`src/bcd_select_regs.svh`:
```
// Purpose: Offsets, field positions, reset values and timing for the select scanner
// Assumes: 25 MHz ref_clk, 32-bit register port with byte addresses
// Notes:   Definitions only; included by both design files
`ifndef BCD_SELECT_REGS_SVH
`define BCD_SELECT_REGS_SVH

// Register byte offsets
`define OFS_CTRL         8'h00
`define OFS_SCAN_TIME    8'h04
`define OFS_STATUS       8'h08
`define OFS_CMD          8'h0C

// Control fields
`define CTRL_ENABLE_BIT  0
`define CTRL_INTR_BIT    1
`define CTRL_ROLE_LSB    2
`define CTRL_ROLE_MSB    3

// Status fields
`define STAT_BUSY_BIT    0
`define STAT_WZERO_BIT   1
`define STAT_STABLE_BIT  2
`define STAT_STORE_BIT   3
`define STAT_REJECT_BIT  4
`define STAT_SEQ_LSB     8
`define STAT_VAL_LSB     16

// Command fields
`define CMD_STORE_BIT    0
`define CMD_CLR_REJ_BIT  1

// Reset values and the all-select role code
`define CTRL_RESET       4'h0
`define SCAN_RESET_MS    16'h0014
`define ROLE_ALL_SELECT  2'h3

// Sequence numbers
`define SEQ_POWERUP      6'h28
`define SEQ_LAST_USER    6'h27
`define SEQ_NONE         6'h00

// Timing and the partial-role pin count
`define CLK_HZ           25_000_000
`define HZ_PER_KHZ       1000
`define PART_SELECT_PINS 3

`endif

```
`src/bcd_select_pkg.sv`:
```
// Purpose: Types shared by the select scanner
// Assumes: Constants come from bcd_select_regs.svh
// Notes:   Holds the sequencing state enumeration only
package bcd_select_pkg;

    typedef enum logic [2:0] {
        ST_POWERUP   = 3'b000,
        ST_RUN       = 3'b001,
        ST_SCAN      = 3'b010,
        ST_WAIT_ZERO = 3'b011,
        ST_IDLE      = 3'b100
    } scan_state_t;

endpackage : bcd_select_pkg

```
`src/bcd_select_scanner.sv`:
```
// Purpose: Scan PLC select lines, pick a stored sequence and launch it
// Assumes: An outside executor runs sequences and pulses run_done
// Notes:   Registers on a plain strobe port, read data one cycle late
//
// Chosen here: the strobed register port and the placing of the registers.
`timescale 1ns/1ns
`include "bcd_select_regs.svh"

module bcd_select_scanner
    import bcd_select_pkg::*;
#(
    parameter int NUM_PINS      = 6,
    parameter int CYCLES_PER_MS = `CLK_HZ / `HZ_PER_KHZ
) (
    input  wire logic                ref_clk,
    input  wire logic                reset_n,
    // Register port
    input  wire logic [7:0]          reg_addr,
    input  wire logic [31:0]         reg_wdata,
    input  wire logic                reg_wr,
    input  wire logic                reg_rd,
    output logic [31:0]              reg_rdata,
    // PLC select pins
    input  wire logic [NUM_PINS-1:0] select_pin,
    // Sequence executor
    output logic                     run_start,
    output logic [5:0]               run_seq,
    input  wire logic                run_done,
    // Nonvolatile store
    output logic                     store_req,
    input  wire logic                store_done
);

    // Settings held in registers
    logic              bcd_select_enable_q;
    logic              interrupted_run_setting_q;
    logic [1:0]        input_role_setting_q;
    logic [15:0]       stability_time_setting_q;

    // Sequencing state
    scan_state_t       state_q;
    scan_state_t       state_d;
    logic              run_start_q;
    logic [5:0]        run_seq_q;
    logic              store_req_q;
    logic              store_busy_q;
    logic              reject_q;
    logic [31:0]       rdata_q;

    // Debouncer outputs
    logic [NUM_PINS-1:0] stable_value;
    logic                stable;
    logic [NUM_PINS-1:0] sampled;

    // Register decode
    wire  wr_ctrl  = reg_wr && (reg_addr == `OFS_CTRL);
    wire  wr_scan  = reg_wr && (reg_addr == `OFS_SCAN_TIME);
    wire  wr_cmd   = reg_wr && (reg_addr == `OFS_CMD);
    wire  all_sel  = (input_role_setting_q == `ROLE_ALL_SELECT);

    // Select number from the stable pins
    logic [5:0] picked;
    assign picked = 6'(stable_value);

    wire  pick_zero  = stable && (picked == `SEQ_NONE);
    wire  pick_valid = stable && (picked != `SEQ_NONE) && (picked <= `SEQ_LAST_USER);
    wire  pick_over  = stable && (picked > `SEQ_LAST_USER);
    wire  launch     = (state_q == ST_SCAN) && pick_valid;
    wire  launch_pu  = (state_q == ST_POWERUP);

    select_debouncer #(
        .NUM_PINS      (NUM_PINS),
        .CYCLES_PER_MS (CYCLES_PER_MS)
    ) u_debouncer (
        .ref_clk      (ref_clk),
        .reset_n      (reset_n),
        .select_pin   (select_pin),
        .all_lines    (all_sel),
        .scan_ms      (stability_time_setting_q),
        .stable_value (stable_value),
        .stable       (stable),
        .sampled      (sampled)
    );

    // Next state of the sequencer
    always_comb begin
        state_d = state_q;
        unique case (state_q)
            ST_POWERUP: begin
                state_d = ST_RUN;
            end
            ST_RUN: begin
                // Inputs are ignored until the sequence ends
                if (run_done) begin
                    if (!bcd_select_enable_q) begin
                        state_d = ST_IDLE;
                    end else if (interrupted_run_setting_q) begin
                        state_d = ST_WAIT_ZERO;
                    end else begin
                        state_d = ST_SCAN;
                    end
                end
            end
            ST_SCAN: begin
                if (!bcd_select_enable_q) begin
                    state_d = ST_IDLE;
                end else if (pick_valid) begin
                    state_d = ST_RUN;
                end
            end
            ST_WAIT_ZERO: begin
                if (!bcd_select_enable_q) begin
                    state_d = ST_IDLE;
                end else if (pick_zero) begin
                    state_d = ST_SCAN;
                end
            end
            ST_IDLE: begin
                if (bcd_select_enable_q) begin
                    state_d = interrupted_run_setting_q ? ST_WAIT_ZERO : ST_SCAN;
                end
            end
            default: begin
                state_d = ST_IDLE;
            end
        endcase
    end

    // State register; power-up sequence is the first thing after reset
    always_ff @(posedge ref_clk or negedge reset_n) begin
        if (!reset_n) begin
            state_q <= ST_POWERUP;
        end else begin
            state_q <= state_d;
        end
    end

    // Launch pulse and sequence number to the executor
    always_ff @(posedge ref_clk or negedge reset_n) begin
        if (!reset_n) begin
            run_start_q <= 1'b0;
            run_seq_q   <= `SEQ_NONE;
        end else begin
            run_start_q <= launch || launch_pu;
            if (launch_pu) begin
                run_seq_q <= `SEQ_POWERUP;
            end else if (launch) begin
                run_seq_q <= picked;
            end
        end
    end

    // Settings; sequence forty writes these over the register port
    always_ff @(posedge ref_clk or negedge reset_n) begin
        if (!reset_n) begin
            bcd_select_enable_q       <= 1'(`CTRL_RESET >> `CTRL_ENABLE_BIT);
            interrupted_run_setting_q <= 1'b0;
            input_role_setting_q      <= 2'h0;
        end else if (wr_ctrl) begin
            bcd_select_enable_q       <= reg_wdata[`CTRL_ENABLE_BIT];
            interrupted_run_setting_q <= reg_wdata[`CTRL_INTR_BIT];
            input_role_setting_q      <= reg_wdata[`CTRL_ROLE_MSB:`CTRL_ROLE_LSB];
        end
    end

    // Scan time in milliseconds
    always_ff @(posedge ref_clk or negedge reset_n) begin
        if (!reset_n) begin
            stability_time_setting_q <= `SCAN_RESET_MS;
        end else if (wr_scan) begin
            stability_time_setting_q <= reg_wdata[15:0];
        end
    end

    // Store command; busy until the storage answers
    always_ff @(posedge ref_clk or negedge reset_n) begin
        if (!reset_n) begin
            store_req_q  <= 1'b0;
            store_busy_q <= 1'b0;
        end else begin
            // A second request while busy is dropped, not queued
            store_req_q <= wr_cmd && reg_wdata[`CMD_STORE_BIT] && !store_busy_q;
            if (store_req_q) begin
                store_busy_q <= 1'b1;
            end else if (store_done) begin
                store_busy_q <= 1'b0;
            end
        end
    end

    // Sticky flag for numbers above the user range; set beats clear
    always_ff @(posedge ref_clk or negedge reset_n) begin
        if (!reset_n) begin
            reject_q <= 1'b0;
        end else if ((state_q == ST_SCAN) && pick_over) begin
            reject_q <= 1'b1;
        end else if (wr_cmd && reg_wdata[`CMD_CLR_REJ_BIT]) begin
            reject_q <= 1'b0;
        end
    end

    // Read mux; unmapped offsets read zero
    logic [31:0] status_word;
    logic [31:0] rd_mux;
    always_comb begin
        status_word = '0;
        status_word[`STAT_BUSY_BIT]   = (state_q == ST_RUN) || (state_q == ST_POWERUP);
        status_word[`STAT_WZERO_BIT]  = (state_q == ST_WAIT_ZERO);
        status_word[`STAT_STABLE_BIT] = stable;
        status_word[`STAT_STORE_BIT]  = store_busy_q;
        status_word[`STAT_REJECT_BIT] = reject_q;
        status_word[`STAT_SEQ_LSB +: 6] = run_seq_q;
        status_word[`STAT_VAL_LSB +: NUM_PINS] = sampled;
        unique case (reg_addr)
            `OFS_CTRL: begin
                rd_mux = {28'h000_0000, input_role_setting_q,
                          interrupted_run_setting_q, bcd_select_enable_q};
            end
            `OFS_SCAN_TIME: begin
                rd_mux = {16'h0000, stability_time_setting_q};
            end
            `OFS_STATUS: begin
                rd_mux = status_word;
            end
            default: begin
                rd_mux = 32'h0000_0000;
            end
        endcase
    end

    // Read data stands only in the cycle after the strobe
    always_ff @(posedge ref_clk or negedge reset_n) begin
        if (!reset_n) begin
            rdata_q <= 32'h0000_0000;
        end else begin
            rdata_q <= reg_rd ? rd_mux : 32'h0000_0000;
        end
    end

    assign reg_rdata = rdata_q;
    assign run_start = run_start_q;
    assign run_seq   = run_seq_q;
    assign store_req = store_req_q;

endmodule : bcd_select_scanner

```
`src/select_debouncer.sv`:
```
// Purpose: Sample select pins and flag a value held for the scan time
// Assumes: Pins synchronous to ref_clk
// Notes:   Stable drops the cycle after any change of the masked pins
`timescale 1ns/1ns
`include "bcd_select_regs.svh"

module select_debouncer #(
    parameter int NUM_PINS      = 6,
    parameter int CYCLES_PER_MS = 25000
) (
    input  wire logic                ref_clk,
    input  wire logic                reset_n,
    input  wire logic [NUM_PINS-1:0] select_pin,
    input  wire logic                all_lines,
    input  wire logic [15:0]         scan_ms,
    output logic [NUM_PINS-1:0]      stable_value,
    output logic                     stable,
    output logic [NUM_PINS-1:0]      sampled
);

    localparam int PW = $clog2(CYCLES_PER_MS + 1);
    localparam logic [PW-1:0] PRE_LAST = PW'(CYCLES_PER_MS - 1);

    logic [NUM_PINS-1:0] masked;
    logic [NUM_PINS-1:0] sample_q;
    logic [PW-1:0]       pre_q;
    logic [15:0]         ms_q;
    logic                changed;
    logic                held;
    logic                ms_tick;

    // Role masks the trigger pins out unless all six are select lines
    genvar i;
    generate
        for (i = 0; i < NUM_PINS; i++) begin : g_mask
            assign masked[i] = select_pin[i] & (all_lines | (i < `PART_SELECT_PINS));
        end
    endgenerate

    assign changed = (masked != sample_q);
    assign held    = (ms_q >= scan_ms);
    assign ms_tick = (pre_q == PRE_LAST);
    assign sampled = sample_q;

    // Sample register
    always_ff @(posedge ref_clk or negedge reset_n) begin
        if (!reset_n) begin
            sample_q <= '0;
        end else begin
            sample_q <= masked;
        end
    end

    // Millisecond stability count, restarted on every change
    always_ff @(posedge ref_clk or negedge reset_n) begin
        if (!reset_n) begin
            pre_q        <= '0;
            ms_q         <= '0;
            stable       <= 1'b0;
            stable_value <= '0;
        end else if (changed) begin
            pre_q  <= '0;
            ms_q   <= '0;
            stable <= 1'b0;
        end else if (held) begin
            stable       <= 1'b1;
            stable_value <= sample_q;
        end else begin
            pre_q <= ms_tick ? '0 : pre_q + 1'b1;
            ms_q  <= ms_tick ? ms_q + 16'h0001 : ms_q;
        end
    end

endmodule : select_debouncer
```
`config.mk`:
```
export PLATFORM = sky130hd
export DESIGN_NAME = bcd_select_scanner
export DESIGN_NICKNAME = d
export VERILOG_FILES = /design/src/bcd_select_pkg.sv /design/src/bcd_select_scanner.sv /design/src/select_debouncer.sv
export VERILOG_INCLUDE_DIRS = /design/src /design/src/src
export SDC_FILE = /design/constraint.sdc
export NUM_CORES = 1
export LEC_CHECK = 0
export BUFFER_PORTS_ARGS = -buffer_cell sky130_fd_sc_hd__buf_2
export CORE_UTILIZATION = 25
export CTS_BUF_LIST = sky130_fd_sc_hd__clkbuf_8
export DETAILED_ROUTE_END_ITERATION = 10
export PLACE_DENSITY = 0.49
export SLEW_MARGIN = 10
export SYNTH_ARGS = -nofsm -noshare
export SYNTH_HDL_FRONTEND = slang
export SYNTH_SLANG_ARGS = --single-unit
```
`constraint.sdc`:
```
create_clock -name ref_clk -period 5.3 [get_ports ref_clk]
set_input_delay 0 -clock ref_clk [delete_from_list [all_inputs] [get_ports ref_clk]]
set_output_delay 0 -clock ref_clk [all_outputs]
set_load 0.05 [all_outputs]
```
==> run metrics <==
kind of critical path=flip-flop to flip-flop; Yosys reg bits=99; routed wire length=11,900 um; Routed WL per cell=14.1 um; post-layout util=0.306; worst-case reg-to-reg path depth=8; Power, Total=0.00155 W; cts bufs inserted=9; DRC violations left=0; Final GP Congestion=0.810; Post-Syn Instances=491; routed vias=3,857; final instance area=0.00595 mm^2; Final HPWL DP=8580 um; max incr delay on CP=approximately 0.55 ns; post-synthesis mux area share=0.0766; Sw Ratio=0.310; leakage=around 2.7 nW; final count of negative-setup-slack endpoints=0; setup TNS=0 ns; Clock Latency Late Sink=0.38 ns; grt ovf=0; reg-to-reg critical path endpoint=u_debouncer.stable_value[5]; combinational share of power=0.168; hold path start=reg_addr[3]; slowest CP cell=o21a_1; worst-margin pin slew=about 0.91 ns; Pint=0.00107 W; Psw=0.000479 W; Ant. Diodes=0; Via density=about 4.6; EDFF count, synth=0; Post-Syn Area per Cell=10.1 um^2; vias in the first global route=3,809; Die ar.=between 0.02 and 0.025 mm^2; worst-path fanout max=11; htree depth=3; maximum vdd drop=0.000119 V; FMAX=332 MHz; top cells by count, synth=dfrtp_1 (97), nor2_1 (44), a21oi_1 (35); total track usage=0.126; Setup crit end kind=flip-flop; RSZ-0062 raised after global routing=no; part of the power in registers=0.538; Clock power frac=0.295; Period minus WS final=3.01 ns; Synth-to-Final Area Change=19.9%; Cell variety after synth=51; Max-slew headroom=0.395; worst endpoint required time=5.57 ns; placed cell area=approximately 0.0055 mm^2; Reg clk slew, reported paths=0.09 ns; die height=143 um; P per Cell Area=260 mW/mm^2; Final Hold Viols=0; WP buf/inv=1; top cell type's share of synthesized area=0.489; Crit. path cell count=8; CTS tree=yes; core area=a little under 0.02 mm^2; Period Utilization, post-route=0.568; sequential-to-total area share from yosys stat=0.500; Boundary Pins=slightly above 90; initial cell density of the core=0.255; initial antenna violation count=0; RR Startpoint=u_debouncer.ms_q[0]; hold crit path type=input port to flip-flop; Async SR Flop Fraction=1.00; die width=143 um; delay-heaviest family, CP=compound AO/OA/AOI/OAI gates; main combinational cell family by area after synthesis=simple AND/OR/NAND/NOR gates; most common cell in the netlist=dfrtp_1; clock root buffer=clkbuf_8; reg2reg setup slack=about 2.3 ns; DRT Pass-1 Iters=4; CTS Buffer Depth=2; first-pass GRT wire length=19,800 um; ys flop type=dfrtp_1; largest net degree at the start of global routing=71; Synth Cell Area=0.00496 mm^2; outcome=completed; port buffer count=65; Hold Path Stages=3; CP Data Arrival Time=~3.3 ns; initial DRC count=160; adder-cell share of the synthesized area=0.0454; yosys warns=0; simple-gate area share of the yosys netlist=0.184; total clock sinks=99; worst hold endpoint=store_req; Clock Skew=0.0116 ns; layout cells sized above 1=0.202; post-synthesis xor/xnor area fraction=0.0141; worst-path cell chain=inv_1, ha_1, nand2b_4, a2111o_1, a221oi_4, o21a_1, nor2_1, mux2_2; post-route ant nets=0; Rows=51; Synth Area in Compound Gates=0.126; Yosys top cell by area=dfrtp_1; startpoint types=flip-flop; Slew Viols, Final=0; Post-layout nets=645; max-cap violations=0; synth top area cells=dfrtp_1 (49%), ha_1 (4.5%), mux2_2 (4.5%)
cells in the final DEF (no fill, tap or decap), drive strengths merged, types with 3 or more instances in the layout:
master        n
dfrtp        97
buf          68
nor2         44
a21oi        35
o21ai        33
nand2        29
inv          27
dlygate4sd3  26
mux2         24
and3         20
nand3        18
or3          18
ha           18
mux2i        11
conb         10
clkbuf       10
nor3          9
a22oi         7
or4           5
a31oi         5
nand4         5
xnor2         5
and2          4
nor2b         4
or2           4
nand3b        4
clkinvlp      4
nand2b        4
o211ai        4
a21o          3
xor2          3
nor4          3
o2111ai       3
registers in the layout (all words and copies together) (netlist names):
register and flops:
u_debouncer.stable_value 6, store_req 1, bcd_select_enable_q 1, reg_rdata 22, state_q 3, interrupted_run_setting_q 1, run_seq 6, run_start 1
u_debouncer.ms_q 16, u_debouncer.stable 1, u_debouncer.sampled 6, reject_q 1, input_role_setting_q 2, u_debouncer.pre_q 15, stability_time_setting_q 16, store_busy_q 1
worst max-delay path by stage:
stage,endpoint,slack [ns],from
after floorplan,u_debouncer.pre_q[4],2.84,u_debouncer.ms_q[0]
after global placement,u_debouncer.stable_value[0],2.35,u_debouncer.ms_q[0]
after detailed placement,u_debouncer.stable_value[5],2.29,u_debouncer.ms_q[0]
after CTS,u_debouncer.stable_value[5],2.28,u_debouncer.ms_q[0]
after global routing,u_debouncer.stable_value[5],2.14,u_debouncer.ms_q[0]
final,u_debouncer.stable_value[5],2.29,u_debouncer.ms_q[0]
metal layers:
| metal | routed length (um) | global-route usage |
|---|---|---|
| met3 | 421 | 0.0298 |
| met4 | 129 | 0.0362 |
| met5 | 0 | 0 |
| met1 | 5930 | 0.170 |
| met2 | 5460 | 0.200 |
repair_timing:
item                                   4_1_cts  5_1_grt
endpoints found under the hold margin       58        0
hold buffers                                26        0
resized for setup                            0        0
buffers inserted                             0        0
layout make-up:
class | instances | area (um^2)
tap | 265 | 332
inverter | 26 | 97.6
timing repair buffer | 94 | 611
clock buffer | 10 | 138
sequential | 99 | 2480
clock inverter | 6 | 42.5
fill | 2062 | 13500
multi-input combinational | 345 | 2250
cells by family (layout without fill, tap and decap cells):
kind of cell | Yosys count | in the layout
and+or+nand+nor | 174 | 174
AOI/OAI and AO/OA | 100 | 100
DFF | 99 | 99
buffers and inverters | 56 | 136
muxes | 35 | 35
adders and majority gates | 18 | 18
xor gates and xnor gates | 8 | 8
other | 1 | 10
power groups by stage:
stage | Combinational, W | Clock [W] | Sequential, W
after detailed placement | 0.000246 | 0 | 0.000847
after CTS | 0.000262 | 0.000480 | 0.000833
after global placement | 0.000240 | 0 | 0.000845
final | 0.000259 | 0.000456 | 0.000832
after floorplan | 0.000189 | 0 | 0.000836
after global routing | 0.000286 | 0.000506 | 0.000838
per-stage QoR:
stage / cells / hold WS [ns] / setup WS [ns]
after detailed placement: 803 / -0.0404 / 2.29
after global routing: 845 / 0.0452 / 2.14
after CTS: 845 / 0.0250 / 2.28
after floorplan: 500 / -0.296 / 2.84
after global placement: 803 / -0.0411 / 2.35
final: 845 / 0.0538 / 2.29
worst reg2reg max path, delay by kind of cell, from the launching register on:
kind | cells | cell delay, ns
flip-flops | 1 | 0.41
AND/OR/NAND/NOR | 2 | 0.40
buffers and inverters | 1 | 0.11
adder cells (fa/ha/maj) | 1 | 0.23
AO/OA/AOI/OAI | 3 | 1.41
multiplexers | 1 | 0.34
(Power assumes the default switching activity.)
